<file path="src/core/lrs_defs.vh">
// Constants for the rotate, skip and logic execute datapath
`ifndef LRS_DEFS_VH
`define LRS_DEFS_VH

// ****************************************
// Operation codes
// ****************************************
`define LRS_OP_NOP    5'h00
`define LRS_OP_ORA    5'h01
`define LRS_OP_ORI    5'h02
`define LRS_OP_ORM    5'h03
`define LRS_OP_RETS   5'h04
`define LRS_OP_RETL   5'h05
`define LRS_OP_INTERRUPT_EXIT   5'h06
`define LRS_OP_ROL    5'h07
`define LRS_OP_ROLC   5'h08
`define LRS_OP_ROR    5'h09
`define LRS_OP_RORC   5'h0a
`define LRS_OP_SBCA   5'h0b
`define LRS_OP_SBCM   5'h0c
`define LRS_OP_SUBA   5'h0d
`define LRS_OP_SUBI   5'h0e
`define LRS_OP_SUBM   5'h0f
`define LRS_OP_DECSK  5'h10
`define LRS_OP_INCSK  5'h11
`define LRS_OP_BITSK  5'h12
`define LRS_OP_SETB   5'h13
`define LRS_OP_SETBIT 5'h14
`define LRS_OP_SWAPN  5'h15

// ****************************************
// Widths, reset values and the all-ones set-byte value
// ****************************************
`define LRS_PC_W      13
`define LRS_ACC_RST   8'h00
`define LRS_ALL_ONES  8'hff

// ****************************************
// Sequencer states
// ****************************************
`define LRS_ST_RUN    1'b0
`define LRS_ST_DUMMY  1'b1

`endif

</file>
<file path="src/core/lrs_exec.v">
// Execute datapath for logic, rotate, subtract, skip and return instructions
`timescale 1ns/1ps
`default_nettype none
`include "lrs_defs.vh"

module lrs_exec (
    input  wire                    clk,
    input  wire                    sys_rst,
    input  wire                    clk_en,
    input  wire                    instr_valid,
    input  wire [4:0]              op_code,
    input  wire                    to_acc,
    input  wire [2:0]              bit_sel,
    input  wire [7:0]              imm_byte,
    input  wire [7:0]              mem_rdata,
    input  wire [`LRS_PC_W-1:0]    stack_top,
    input  wire                    irq_pending,
    output reg  [7:0]              working_register,
    output reg                     carry_flag,
    output reg                     zero_flag,
    output reg                     half_carry_flag,
    output reg                     signed_wrap_flag,
    output reg                     global_interrupt_enable,
    output reg                     mem_we,
    output reg  [7:0]              mem_wdata,
    output reg                     stack_pop,
    output reg                     pc_load,
    output reg  [`LRS_PC_W-1:0]    pc_value,
    output reg                     pc_advance,
    output reg                     skip_dummy,
    output reg                     irq_service
);

    // ****************************************
    // State
    // ****************************************
    localparam ST_RUN   = 1'b0;
    localparam ST_DUMMY = 1'b1;

    reg       state;
    reg       next_state;

    reg [7:0] next_acc;
    reg       next_c;
    reg       next_z;
    reg       next_ac;
    reg       next_ov;
    reg       next_gie;
    reg       next_we;
    reg [7:0] next_wdata;
    reg       next_pop;
    reg       next_pc_load;
    reg       next_adv;
    reg       next_dummy;
    reg       next_irq;

    // ****************************************
    // Arithmetic helpers
    // ****************************************
    wire       sub_borrow_in = ((op_code == `LRS_OP_SBCA) || (op_code == `LRS_OP_SBCM)) ? ~carry_flag : 1'b0;
    wire [7:0] sub_rhs       = (op_code == `LRS_OP_SUBI) ? imm_byte : mem_rdata;
    wire [8:0] sub_full      = {1'b0, working_register} - {1'b0, sub_rhs} - {8'h00, sub_borrow_in};
    wire [4:0] sub_low       = {1'b0, working_register[3:0]} - {1'b0, sub_rhs[3:0]} - {4'h0, sub_borrow_in};
    wire [7:0] sub_res       = sub_full[7:0];
    wire       sub_ov        = (working_register[7] ^ sub_rhs[7]) & (working_register[7] ^ sub_res[7]);
    wire [7:0] or_rhs        = (op_code == `LRS_OP_ORI) ? imm_byte : mem_rdata;
    wire [7:0] or_res        = working_register | or_rhs;
    wire [7:0] dec_res       = mem_rdata - 8'h01;
    wire [7:0] inc_res       = mem_rdata + 8'h01;
    wire [7:0] bit_mask      = 8'h01 << bit_sel;

    // ****************************************
    // Next-state decode
    // ****************************************
    always @* begin
        next_state   = ST_RUN;
        next_acc     = working_register;
        next_c       = carry_flag;
        next_z       = zero_flag;
        next_ac      = half_carry_flag;
        next_ov      = signed_wrap_flag;
        next_gie     = global_interrupt_enable;
        next_we      = 1'b0;
        next_wdata   = mem_wdata;
        next_pop     = 1'b0;
        next_pc_load = 1'b0;
        next_adv     = 1'b0;
        next_dummy   = 1'b0;
        next_irq     = 1'b0;
        if (state == ST_DUMMY) begin
            // Skipped instruction is discarded, fetch moves past it
            next_dummy = 1'b1;
            next_adv   = 1'b1;
        end else if (instr_valid) begin
            next_adv = 1'b1;
            case (op_code)
                `LRS_OP_NOP: begin
                    next_adv = 1'b1;
                end
                `LRS_OP_ORA, `LRS_OP_ORI: begin
                    next_acc = or_res;
                    next_z   = (or_res == 8'h00);
                end
                `LRS_OP_ORM: begin
                    next_we    = 1'b1;
                    next_wdata = or_res;
                    next_z     = (or_res == 8'h00);
                end
                `LRS_OP_RETS, `LRS_OP_RETL, `LRS_OP_INTERRUPT_EXIT: begin
                    next_pop     = 1'b1;
                    next_pc_load = 1'b1;
                    next_adv     = 1'b0;
                    if (op_code == `LRS_OP_RETL) begin
                        next_acc = imm_byte;
                    end
                    if (op_code == `LRS_OP_INTERRUPT_EXIT) begin
                        next_gie = 1'b1;
                        next_irq = irq_pending;
                    end
                end
                `LRS_OP_ROL, `LRS_OP_ROLC, `LRS_OP_ROR, `LRS_OP_RORC: begin
                    case (op_code)
                        `LRS_OP_ROL:  next_wdata = {mem_rdata[6:0], mem_rdata[7]};
                        `LRS_OP_ROLC: next_wdata = {mem_rdata[6:0], carry_flag};
                        `LRS_OP_ROR:  next_wdata = {mem_rdata[0], mem_rdata[7:1]};
                        default:      next_wdata = {carry_flag, mem_rdata[7:1]};
                    endcase
                    if (op_code == `LRS_OP_ROLC) begin
                        next_c = mem_rdata[7];
                    end
                    if (op_code == `LRS_OP_RORC) begin
                        next_c = mem_rdata[0];
                    end
                    if (to_acc) begin
                        next_acc   = next_wdata;
                        next_wdata = mem_wdata;
                    end else begin
                        next_we = 1'b1;
                    end
                end
                `LRS_OP_SBCA, `LRS_OP_SBCM, `LRS_OP_SUBA, `LRS_OP_SUBI, `LRS_OP_SUBM: begin
                    next_c  = ~sub_full[8];
                    next_z  = (sub_res == 8'h00);
                    next_ac = ~sub_low[4];
                    next_ov = sub_ov;
                    if ((op_code == `LRS_OP_SBCM) || (op_code == `LRS_OP_SUBM)) begin
                        next_we    = 1'b1;
                        next_wdata = sub_res;
                    end else begin
                        next_acc = sub_res;
                    end
                end
                `LRS_OP_DECSK, `LRS_OP_INCSK: begin
                    if (to_acc) begin
                        next_acc = (op_code == `LRS_OP_DECSK) ? dec_res : inc_res;
                    end else begin
                        next_we    = 1'b1;
                        next_wdata = (op_code == `LRS_OP_DECSK) ? dec_res : inc_res;
                    end
                    if (((op_code == `LRS_OP_DECSK) ? dec_res : inc_res) == 8'h00) begin
                        next_state = ST_DUMMY;
                    end
                end
                `LRS_OP_BITSK: begin
                    if ((mem_rdata & bit_mask) != 8'h00) begin
                        next_state = ST_DUMMY;
                    end
                end
                `LRS_OP_SETB: begin
                    next_we    = 1'b1;
                    next_wdata = `LRS_ALL_ONES;
                end
                `LRS_OP_SETBIT: begin
                    next_we    = 1'b1;
                    next_wdata = mem_rdata | bit_mask;
                end
                `LRS_OP_SWAPN: begin
                    next_we    = 1'b1;
                    next_wdata = {mem_rdata[3:0], mem_rdata[7:4]};
                end
                default: begin
                    next_adv = 1'b1;
                end
            endcase
        end
    end

    // ****************************************
    // Sequencer state
    // ****************************************
    always @(posedge clk) begin
        if (sys_rst) begin
            state <= ST_RUN;
        end else if (clk_en) begin
            state <= next_state;
        end
    end

    // ****************************************
    // Working register
    // ****************************************
    always @(posedge clk) begin
        if (sys_rst) begin
            working_register <= `LRS_ACC_RST;
        end else if (clk_en) begin
            working_register <= next_acc;
        end
    end

    // ****************************************
    // Carry flag
    // ****************************************
    always @(posedge clk) begin
        if (sys_rst) begin
            carry_flag <= 1'b0;
        end else if (clk_en) begin
            carry_flag <= next_c;
        end
    end

    // ****************************************
    // Zero flag
    // ****************************************
    always @(posedge clk) begin
        if (sys_rst) begin
            zero_flag <= 1'b0;
        end else if (clk_en) begin
            zero_flag <= next_z;
        end
    end

    // ****************************************
    // Half carry flag
    // ****************************************
    always @(posedge clk) begin
        if (sys_rst) begin
            half_carry_flag <= 1'b0;
        end else if (clk_en) begin
            half_carry_flag <= next_ac;
        end
    end

    // ****************************************
    // Signed wrap flag
    // ****************************************
    always @(posedge clk) begin
        if (sys_rst) begin
            signed_wrap_flag <= 1'b0;
        end else if (clk_en) begin
            signed_wrap_flag <= next_ov;
        end
    end

    // ****************************************
    // Global interrupt enable
    // ****************************************
    always @(posedge clk) begin
        if (sys_rst) begin
            global_interrupt_enable <= 1'b0;
        end else if (clk_en) begin
            global_interrupt_enable <= next_gie;
        end
    end

    // ****************************************
    // Data memory write
    // ****************************************
    always @(posedge clk) begin
        if (sys_rst) begin
            mem_we    <= 1'b0;
            mem_wdata <= 8'h00;
        end else if (clk_en) begin
            mem_we    <= next_we;
            mem_wdata <= next_wdata;
        end
    end

    // ****************************************
    // Stack pop and program counter load
    // ****************************************
    always @(posedge clk) begin
        if (sys_rst) begin
            stack_pop <= 1'b0;
            pc_load   <= 1'b0;
        end else if (clk_en) begin
            stack_pop <= next_pop;
            pc_load   <= next_pc_load;
        end
    end

    // ****************************************
    // Restored program counter
    // ****************************************
    always @(posedge clk) begin
        if (sys_rst) begin
            pc_value <= {`LRS_PC_W{1'b0}};
        end else if (clk_en && next_pc_load) begin
            pc_value <= stack_top;
        end
    end

    // ****************************************
    // Sequencer pulses
    // ****************************************
    always @(posedge clk) begin
        if (sys_rst) begin
            pc_advance  <= 1'b0;
            skip_dummy  <= 1'b0;
            irq_service <= 1'b0;
        end else if (clk_en) begin
            pc_advance  <= next_adv;
            skip_dummy  <= next_dummy;
            irq_service <= next_irq;
        end
    end

endmodule

`default_nettype wire

</file>
<file path="config.mk">
export PLATFORM = sky130hd
export DESIGN_NAME = lrs_exec
export DESIGN_NICKNAME = d
export VERILOG_FILES = /design/src/core/lrs_exec.v
export VERILOG_INCLUDE_DIRS = /design/src /design/src/core
export SDC_FILE = /design/constraint.sdc
export NUM_CORES = 1
export LEC_CHECK = 0
export ABC_AREA = 1
export BUFFER_PORTS_ARGS = -buffer_cell sky130_fd_sc_hd__buf_2
export CAP_MARGIN = 20
export CORE_UTILIZATION = 62
export CTS_BUF_LIST = sky130_fd_sc_hd__clkbuf_4
export DETAILED_ROUTE_END_ITERATION = 16
export PLACE_DENSITY = 0.85
export SLEW_MARGIN = 20
export SYNTH_ARGS = -nofsm -noshare
export SYNTH_HDL_FRONTEND = slang
export SYNTH_SLANG_ARGS = --single-unit
</file>
<file path="constraint.sdc">
create_clock -name clk -period 8.6 [get_ports clk]
set_input_delay 0.43 -clock clk [delete_from_list [all_inputs] [get_ports clk]]
set_output_delay 0.43 -clock clk [all_outputs]
set_load 0.01 [all_outputs]
</file>
---- After elaboration in Yosys (flattened, before gate mapping) ----
Index checks and enable logic that the tools add are counted.
W data, S select, Z words.
word-level totals
  memories kept ........................... 0
  register bits ........................... 40
  latch bits .............................. 0
  bits in writable memories ............... 0
  input bits .............................. 43
  output and inout port bits .............. 40
  memory bits (read-only) ................. 0
operators by class
  equality and inequality tests ........... 29
  reductions and logical operators ........ 25
  divide/modulo/power cells ............... 0
  mux-type cells .......................... 39
  add/sub/neg operators ................... 6
  magnitude comparators ................... 0
  multiply operators ...................... 0
  bitwise operators ....................... 10
  shift-type cells ........................ 1
operators with widths
  cell                   count
  $mux W8                10
  $pmux W8 S7            1
  $eq A5 B4 Y1 const B   8
  $pmux W8 S5            1
  $eq A5 B5 Y1 const B   6
  $logic_not A8 Y1       3
  $pmux W8 S3            1
  $mux W1                22
  $eq A5 B3 Y1 const B   4
  $or A8 B8 Y8           2
  $ne A2 B2 Y1 const B   7
  $eq A5 B2 Y1 const B   2
  $reduce_and A5 Y1      2
  $sub A8 B8 Y9          1
  $sub A9 B1 Y9          1
  $add A8 B1 Y8 const B  1
  $and A8 B8 Y8          1
  $reduce_and A4 Y1      2
  $reduce_and A8 Y1      1
  $reduce_bool A8 Y1     1
  $reduce_or A4 Y1       2
  $shl A1 B3 Y8 const A  1
  $sub A8 B1 Y8 const B  1
  $reduce_and A7 Y1      1
  other kinds (18)       28

---- Longest topological paths before layout ----
  depth after elaboration ................. 7
  gate-level depth with buffers ........... 21
  depth with buffers taken out ............ 20

---- Least setup slack after synthesis ----
No wires, ideal clock.
  path type ............................... in2reg
  from .................................... input op_code[4]
  to ...................................... register mem_wdata[4]
  path buffers ............................ 1
  path slack .............................. 5.568 ns
  required time ........................... 8.530 ns
  stages on the path ...................... 15
  arrival time ............................ 2.962 ns
  setup time .............................. 0.070 ns
  cells stage by stage .................... inv_1 -> nand2_1 -> nor3_2 -> clkbuf_1 -> o21ai_0 -> fa_1 -> fa_1 -> nand2_1 -> a21oi_1 -> xor2_1 -> o21ai_1 -> inv_1 -> nand3_1 -> nand2_1 -> a21oi_1
on the way
  word-level cells in the longest chain between the ends .. 6
ends and longest elaborated chain
  element                                        RTL line                      RTL
  from (decl)                                    lrs_exec.v:11                 input wire [4:0] op_code,
  $eq A5 B4 Y1                                   lrs_exec.v:96                 case (op_code)
  $mux W8 or $logic_or A1 B1 Y1 (tied branches)  lrs_exec.v:61, lrs_exec.v:60
  $sub A8 B8 Y9 or $mux W1 (tied branches)       lrs_exec.v:62, lrs_exec.v:60
  $sub A9 B1 Y9                                  lrs_exec.v:62                 wire [8:0] sub_full = {1'b0, working_register} - {1'b0, sub_rhs} - {8'h00, sub_borrow_in};
  $mux W8                                        lrs_exec.v:146                if ((op_code == `LRS_OP_SBCM) || (op_code == `LRS_OP_SUBM)) begin
  $pmux W8 S7                                    lrs_exec.v:96
  to (signal assigned)                           lrs_exec.v:274                mem_wdata <= next_wdata;
  to (decl)                                      lrs_exec.v:25                 output reg [7:0] mem_wdata,
Several ways; a longest one is shown, not always the timed one. The select of a mux whose other input is x is not followed.
A chain may end at the register's enable or synchronous reset.

---- Worst setup path after layout ----
  from .................................... input op_code[1]
  to ...................................... register carry_flag
on the way
  word-level cells in the longest chain between the ends .. 6
ends and longest elaborated chain
  element                                        RTL line                      RTL
  $eq A5 B4 Y1                                   lrs_exec.v:96
  $mux W8 or $logic_or A1 B1 Y1 (tied branches)  lrs_exec.v:61, lrs_exec.v:60
  $sub A8 B8 Y9 or $mux W1 (tied branches)       lrs_exec.v:62, lrs_exec.v:60
  $sub A9 B1 Y9                                  lrs_exec.v:62
  $not A1 Y1                                     lrs_exec.v:142                next_c = ~sub_full[8];
  $pmux W1 S2                                    lrs_exec.v:96
  to (signal assigned)                           lrs_exec.v:217                carry_flag <= next_c;
  to (decl)                                      lrs_exec.v:19                 output reg carry_flag,
Several ways; a longest one is shown, not always the timed one.

==> flow_summary.yaml <==
timing:
  hold_viol_final: 0
  whs_ns: 0.296
  fin_crit_sh: 0.418
  finalSetupViolations: 0
  rsz0062_at_grt: "no"
  min_period_ns: 3.59
  finClkSkew_ns: 0.0155
  tightest_slew_ns: 0.830
  maxSlewViolCount: 0
  slew_headroom: 0.444
  max_freq_ghz: 0.278
  totalNegativeSetupSlack_ns: 0
final_layout:
  drive_above_1_share: 0.169
  syn_to_final_growth_pct: 13.9
  largest_reg_flops: 13
  top_register: "pc_value"
  postLayoutCellArea_mm2: 0.00438
  final_nets: 817
  regArea_um2: 801
  diodes: 0
  fill_cells: 547
  multi_input_area_mm2: 0.00260
  top_regs: "pc_value (13), mem_wdata (8), working_register (8)"
floorplan:
  die_x_um: 80.8
  pin_count: 83
  die_area_mm2: 0.00652
  die_h_um: 80.8
  coreArea_mm2: 0.00596
  start_util: 0.646
  rows: 28
power:
  swShare: 0.385
  power_frac_comb: 0.369
  p_sw_uw: 196
  p_int_uw: 313
  pwr-share-clk: 0.248
  p_leak_uw: 0.00249
  powerDensity_mw_per_mm2: 116
  ir_worst_vdd_mv: 0.135
  pwr-share-seq: 0.383
drt:
  vias_per_cell: 5.80
  wl_um: 12700
  antenna_left: 0
  wl_met3_um: 1180
  wl_per_cell_um: 15.4
  drtPass1Iterations: 6
  drtIter0Drc: 471
  dr.max_layer_used: "met4"
  wirelength_met1_um: 5120
  wl_met2_um: 5820
  drc: 0
  vias: 4794
worst_setup_path:
  worst_ep_arrival_time_ns: 3.86
  crit_chain: "buf_2 > inv_2 > nor2_2 > inv_1 > nor3_2 > o21ai_0 > fa_1 > fa_1 > nand2_1 > a21oi_1 > inv_1 > nand4_1 > nand3b_1 > nand3_1 > a21oi_1"
  cp.required_ns: 8.87
  critPathKind: "in2reg"
  end_kind: "flip-flop"
  critPathMaxStageDelay_ns: 0.64
  cp_slowest_cell: "nor3_2"
  r2r_slack_ns: 6.09
  startpoint: "op_code[1]"
  worstReg2RegStart: "working_register[0]"
  worstSetupStartpointType: "input pin"
  cp_max_fo: 16
logic_synthesis:
  synth.distinct_cells: 43
  synth_top_cell_by_area: "dfxtp_1"
  synthTopCellsByArea: "dfxtp_1 21%, nand2_1 18%, nor2_1 9.7%"
  synth_edf_count: 0
  synthesis.area_per_instance_um2: 5.72
  yosys_register_bits: 40
  synthesis.area_mm2: 0.00384
  synth_cells: 672
  async_flop_share: 0
  ys_seq_area_frac: 0.208
  syn-num-nets: 739
  ys.flop_type: "dfxtp_1"
  synth_top_area_frac: 0.208
  yosysWarnings: 0
grt:
  grt_pass1_wl_um: 19800
  grt_use_total: 0.397
  grt_pass1_vias: 4325
  antenna_found_initial: 0
  grt_max_degree: 25
  grt_overflow: 0
run:
  maxCapViolCount: 0
clock_tree:
  cts.repair.resized: 0
  ctsHoldBuffers: 0
  clk_latency_ns: 0.35
  clock-sinks: 40
  clk_pin_slew_worst_paths_ns: 0.13
  postCtsSetupBuffers: 0
  cts_tree: "done"
  htreeDepth: 2
  cts_buffers: 5
  cts_buffer_depth: 2
  cts_root_buffer: "clkbuf_4"
min_path:
  min_from: "stack_top[10]"
  hp-class: "in2reg"
place:
  dpl_cell_area_mm2: 0.00430
  portBuffers: 82
  dp_hpwl_um: 10200
  gp_congestion: 1.05
run_status:
  status: "finished clean"
-- through the flow --
| stage | std cells | utilization | total power (µW) | setup slack, ns |
|---|---|---|---|---|
| floorplan | 672 | - | 323 | 5.57 |
| global placement | 818 | 0.722 | 375 | 4.89 |
| detailed placement | 818 | 0.722 | 381 | 4.80 |
| CTS | 826 | 0.735 | 503 | 5.15 |
| global route | 826 | 0.735 | 537 | 4.74 |
| finish | 826 | 0.735 | 509 | 5.01 |
-- cells by family after synthesis --
kind of cell / count (synthesis) / synth area share
and+or+nand+nor: 390 / 0.442
buffers and inverters: 116 / 0.116
adders and majority gates: 24 / 0.0840
DFF: 40 / 0.208
AOI/OAI and AO/OA: 98 / 0.141
xor gates and xnor gates: 4 / 0.00911
-- final cells by class --
| cell class | count | share of cell area |
|---|---|---|
| multi-input cells | 516 | 0.593 |
| repair buffers | 82 | 0.0937 |
| flip-flops and latches | 40 | 0.183 |
| clock buffers | 5 | 0.00857 |
| clock inverters | 3 | 0.00971 |
| well taps | 75 | 0.0214 |
| inverters | 105 | 0.0906 |
-- cell usage after synthesis, types with 4 or more instances --
master,count
a21oi_1,26
nand2_2,5
nand3_1,54
clkbuf_1,4
buf_2,4
inv_2,13
inv_1,89
nand3b_1,4
nand4_1,11
dfxtp_1,40
nand2_1,186
a31oi_1,4
nor2_1,99
o21ai_1,12
ha_1,21
o211ai_1,5
nor2_2,6
o21ai_0,43
nor3_1,12
-- cell usage in the layout, fill, tap and decap left out, drive strengths merged, types with 4 or more instances in the layout --
| cell | synthesis | routed |
|---|---|---|
| nand3 | 57 | 57 |
| o211ai | 5 | 5 |
| nand3b | 4 | 4 |
| a31oi | 4 | 4 |
| clkinv | 3 | 4 |
| dfxtp | 40 | 40 |
| nand4 | 12 | 12 |
| nand2 | 192 | 192 |
| nor3 | 13 | 13 |
| ha | 21 | 21 |
| buf | 7 | 82 |
| a21oi | 27 | 27 |
| o21ai | 55 | 55 |
| inv | 102 | 102 |
| nor2 | 108 | 108 |
| clkbuf | 4 | 5 |
-- power groups by stage --
stage                     Sequential, µW  Combinational (µW)  Clock, µW
after floorplan                      201                 122          0
after global placement               199                 176          0
after detailed placement             199                 182          0
after CTS                            195                 183        125
after global routing                 196                 207        134
final                                195                 188        126
-- worst paths after layout --
| kind | endpoint | depth (start not counted) |
|---|---|---|
| setup / recovery | carry_flag | 15 |
| hold / removal | pc_value[10] | 3 |
| setup reg to reg | carry_flag | 10 |
| hold reg to reg | skip_dummy | 2 |
-- critical path: cells and delay by family --
family          cells  cell delay [ns]
compound gates      3             0.62
buf+inv             4             0.47
simple gates        6             1.40
fa+ha+maj           2             0.94
-- layer usage --
metal	vias up	GRT usage
met3	67	0.0989
li1	2305	-
met2	268	0.671
met4	0	0.164
met1	2154	0.478
met5	-	0
(Power assumes the default switching activity.)
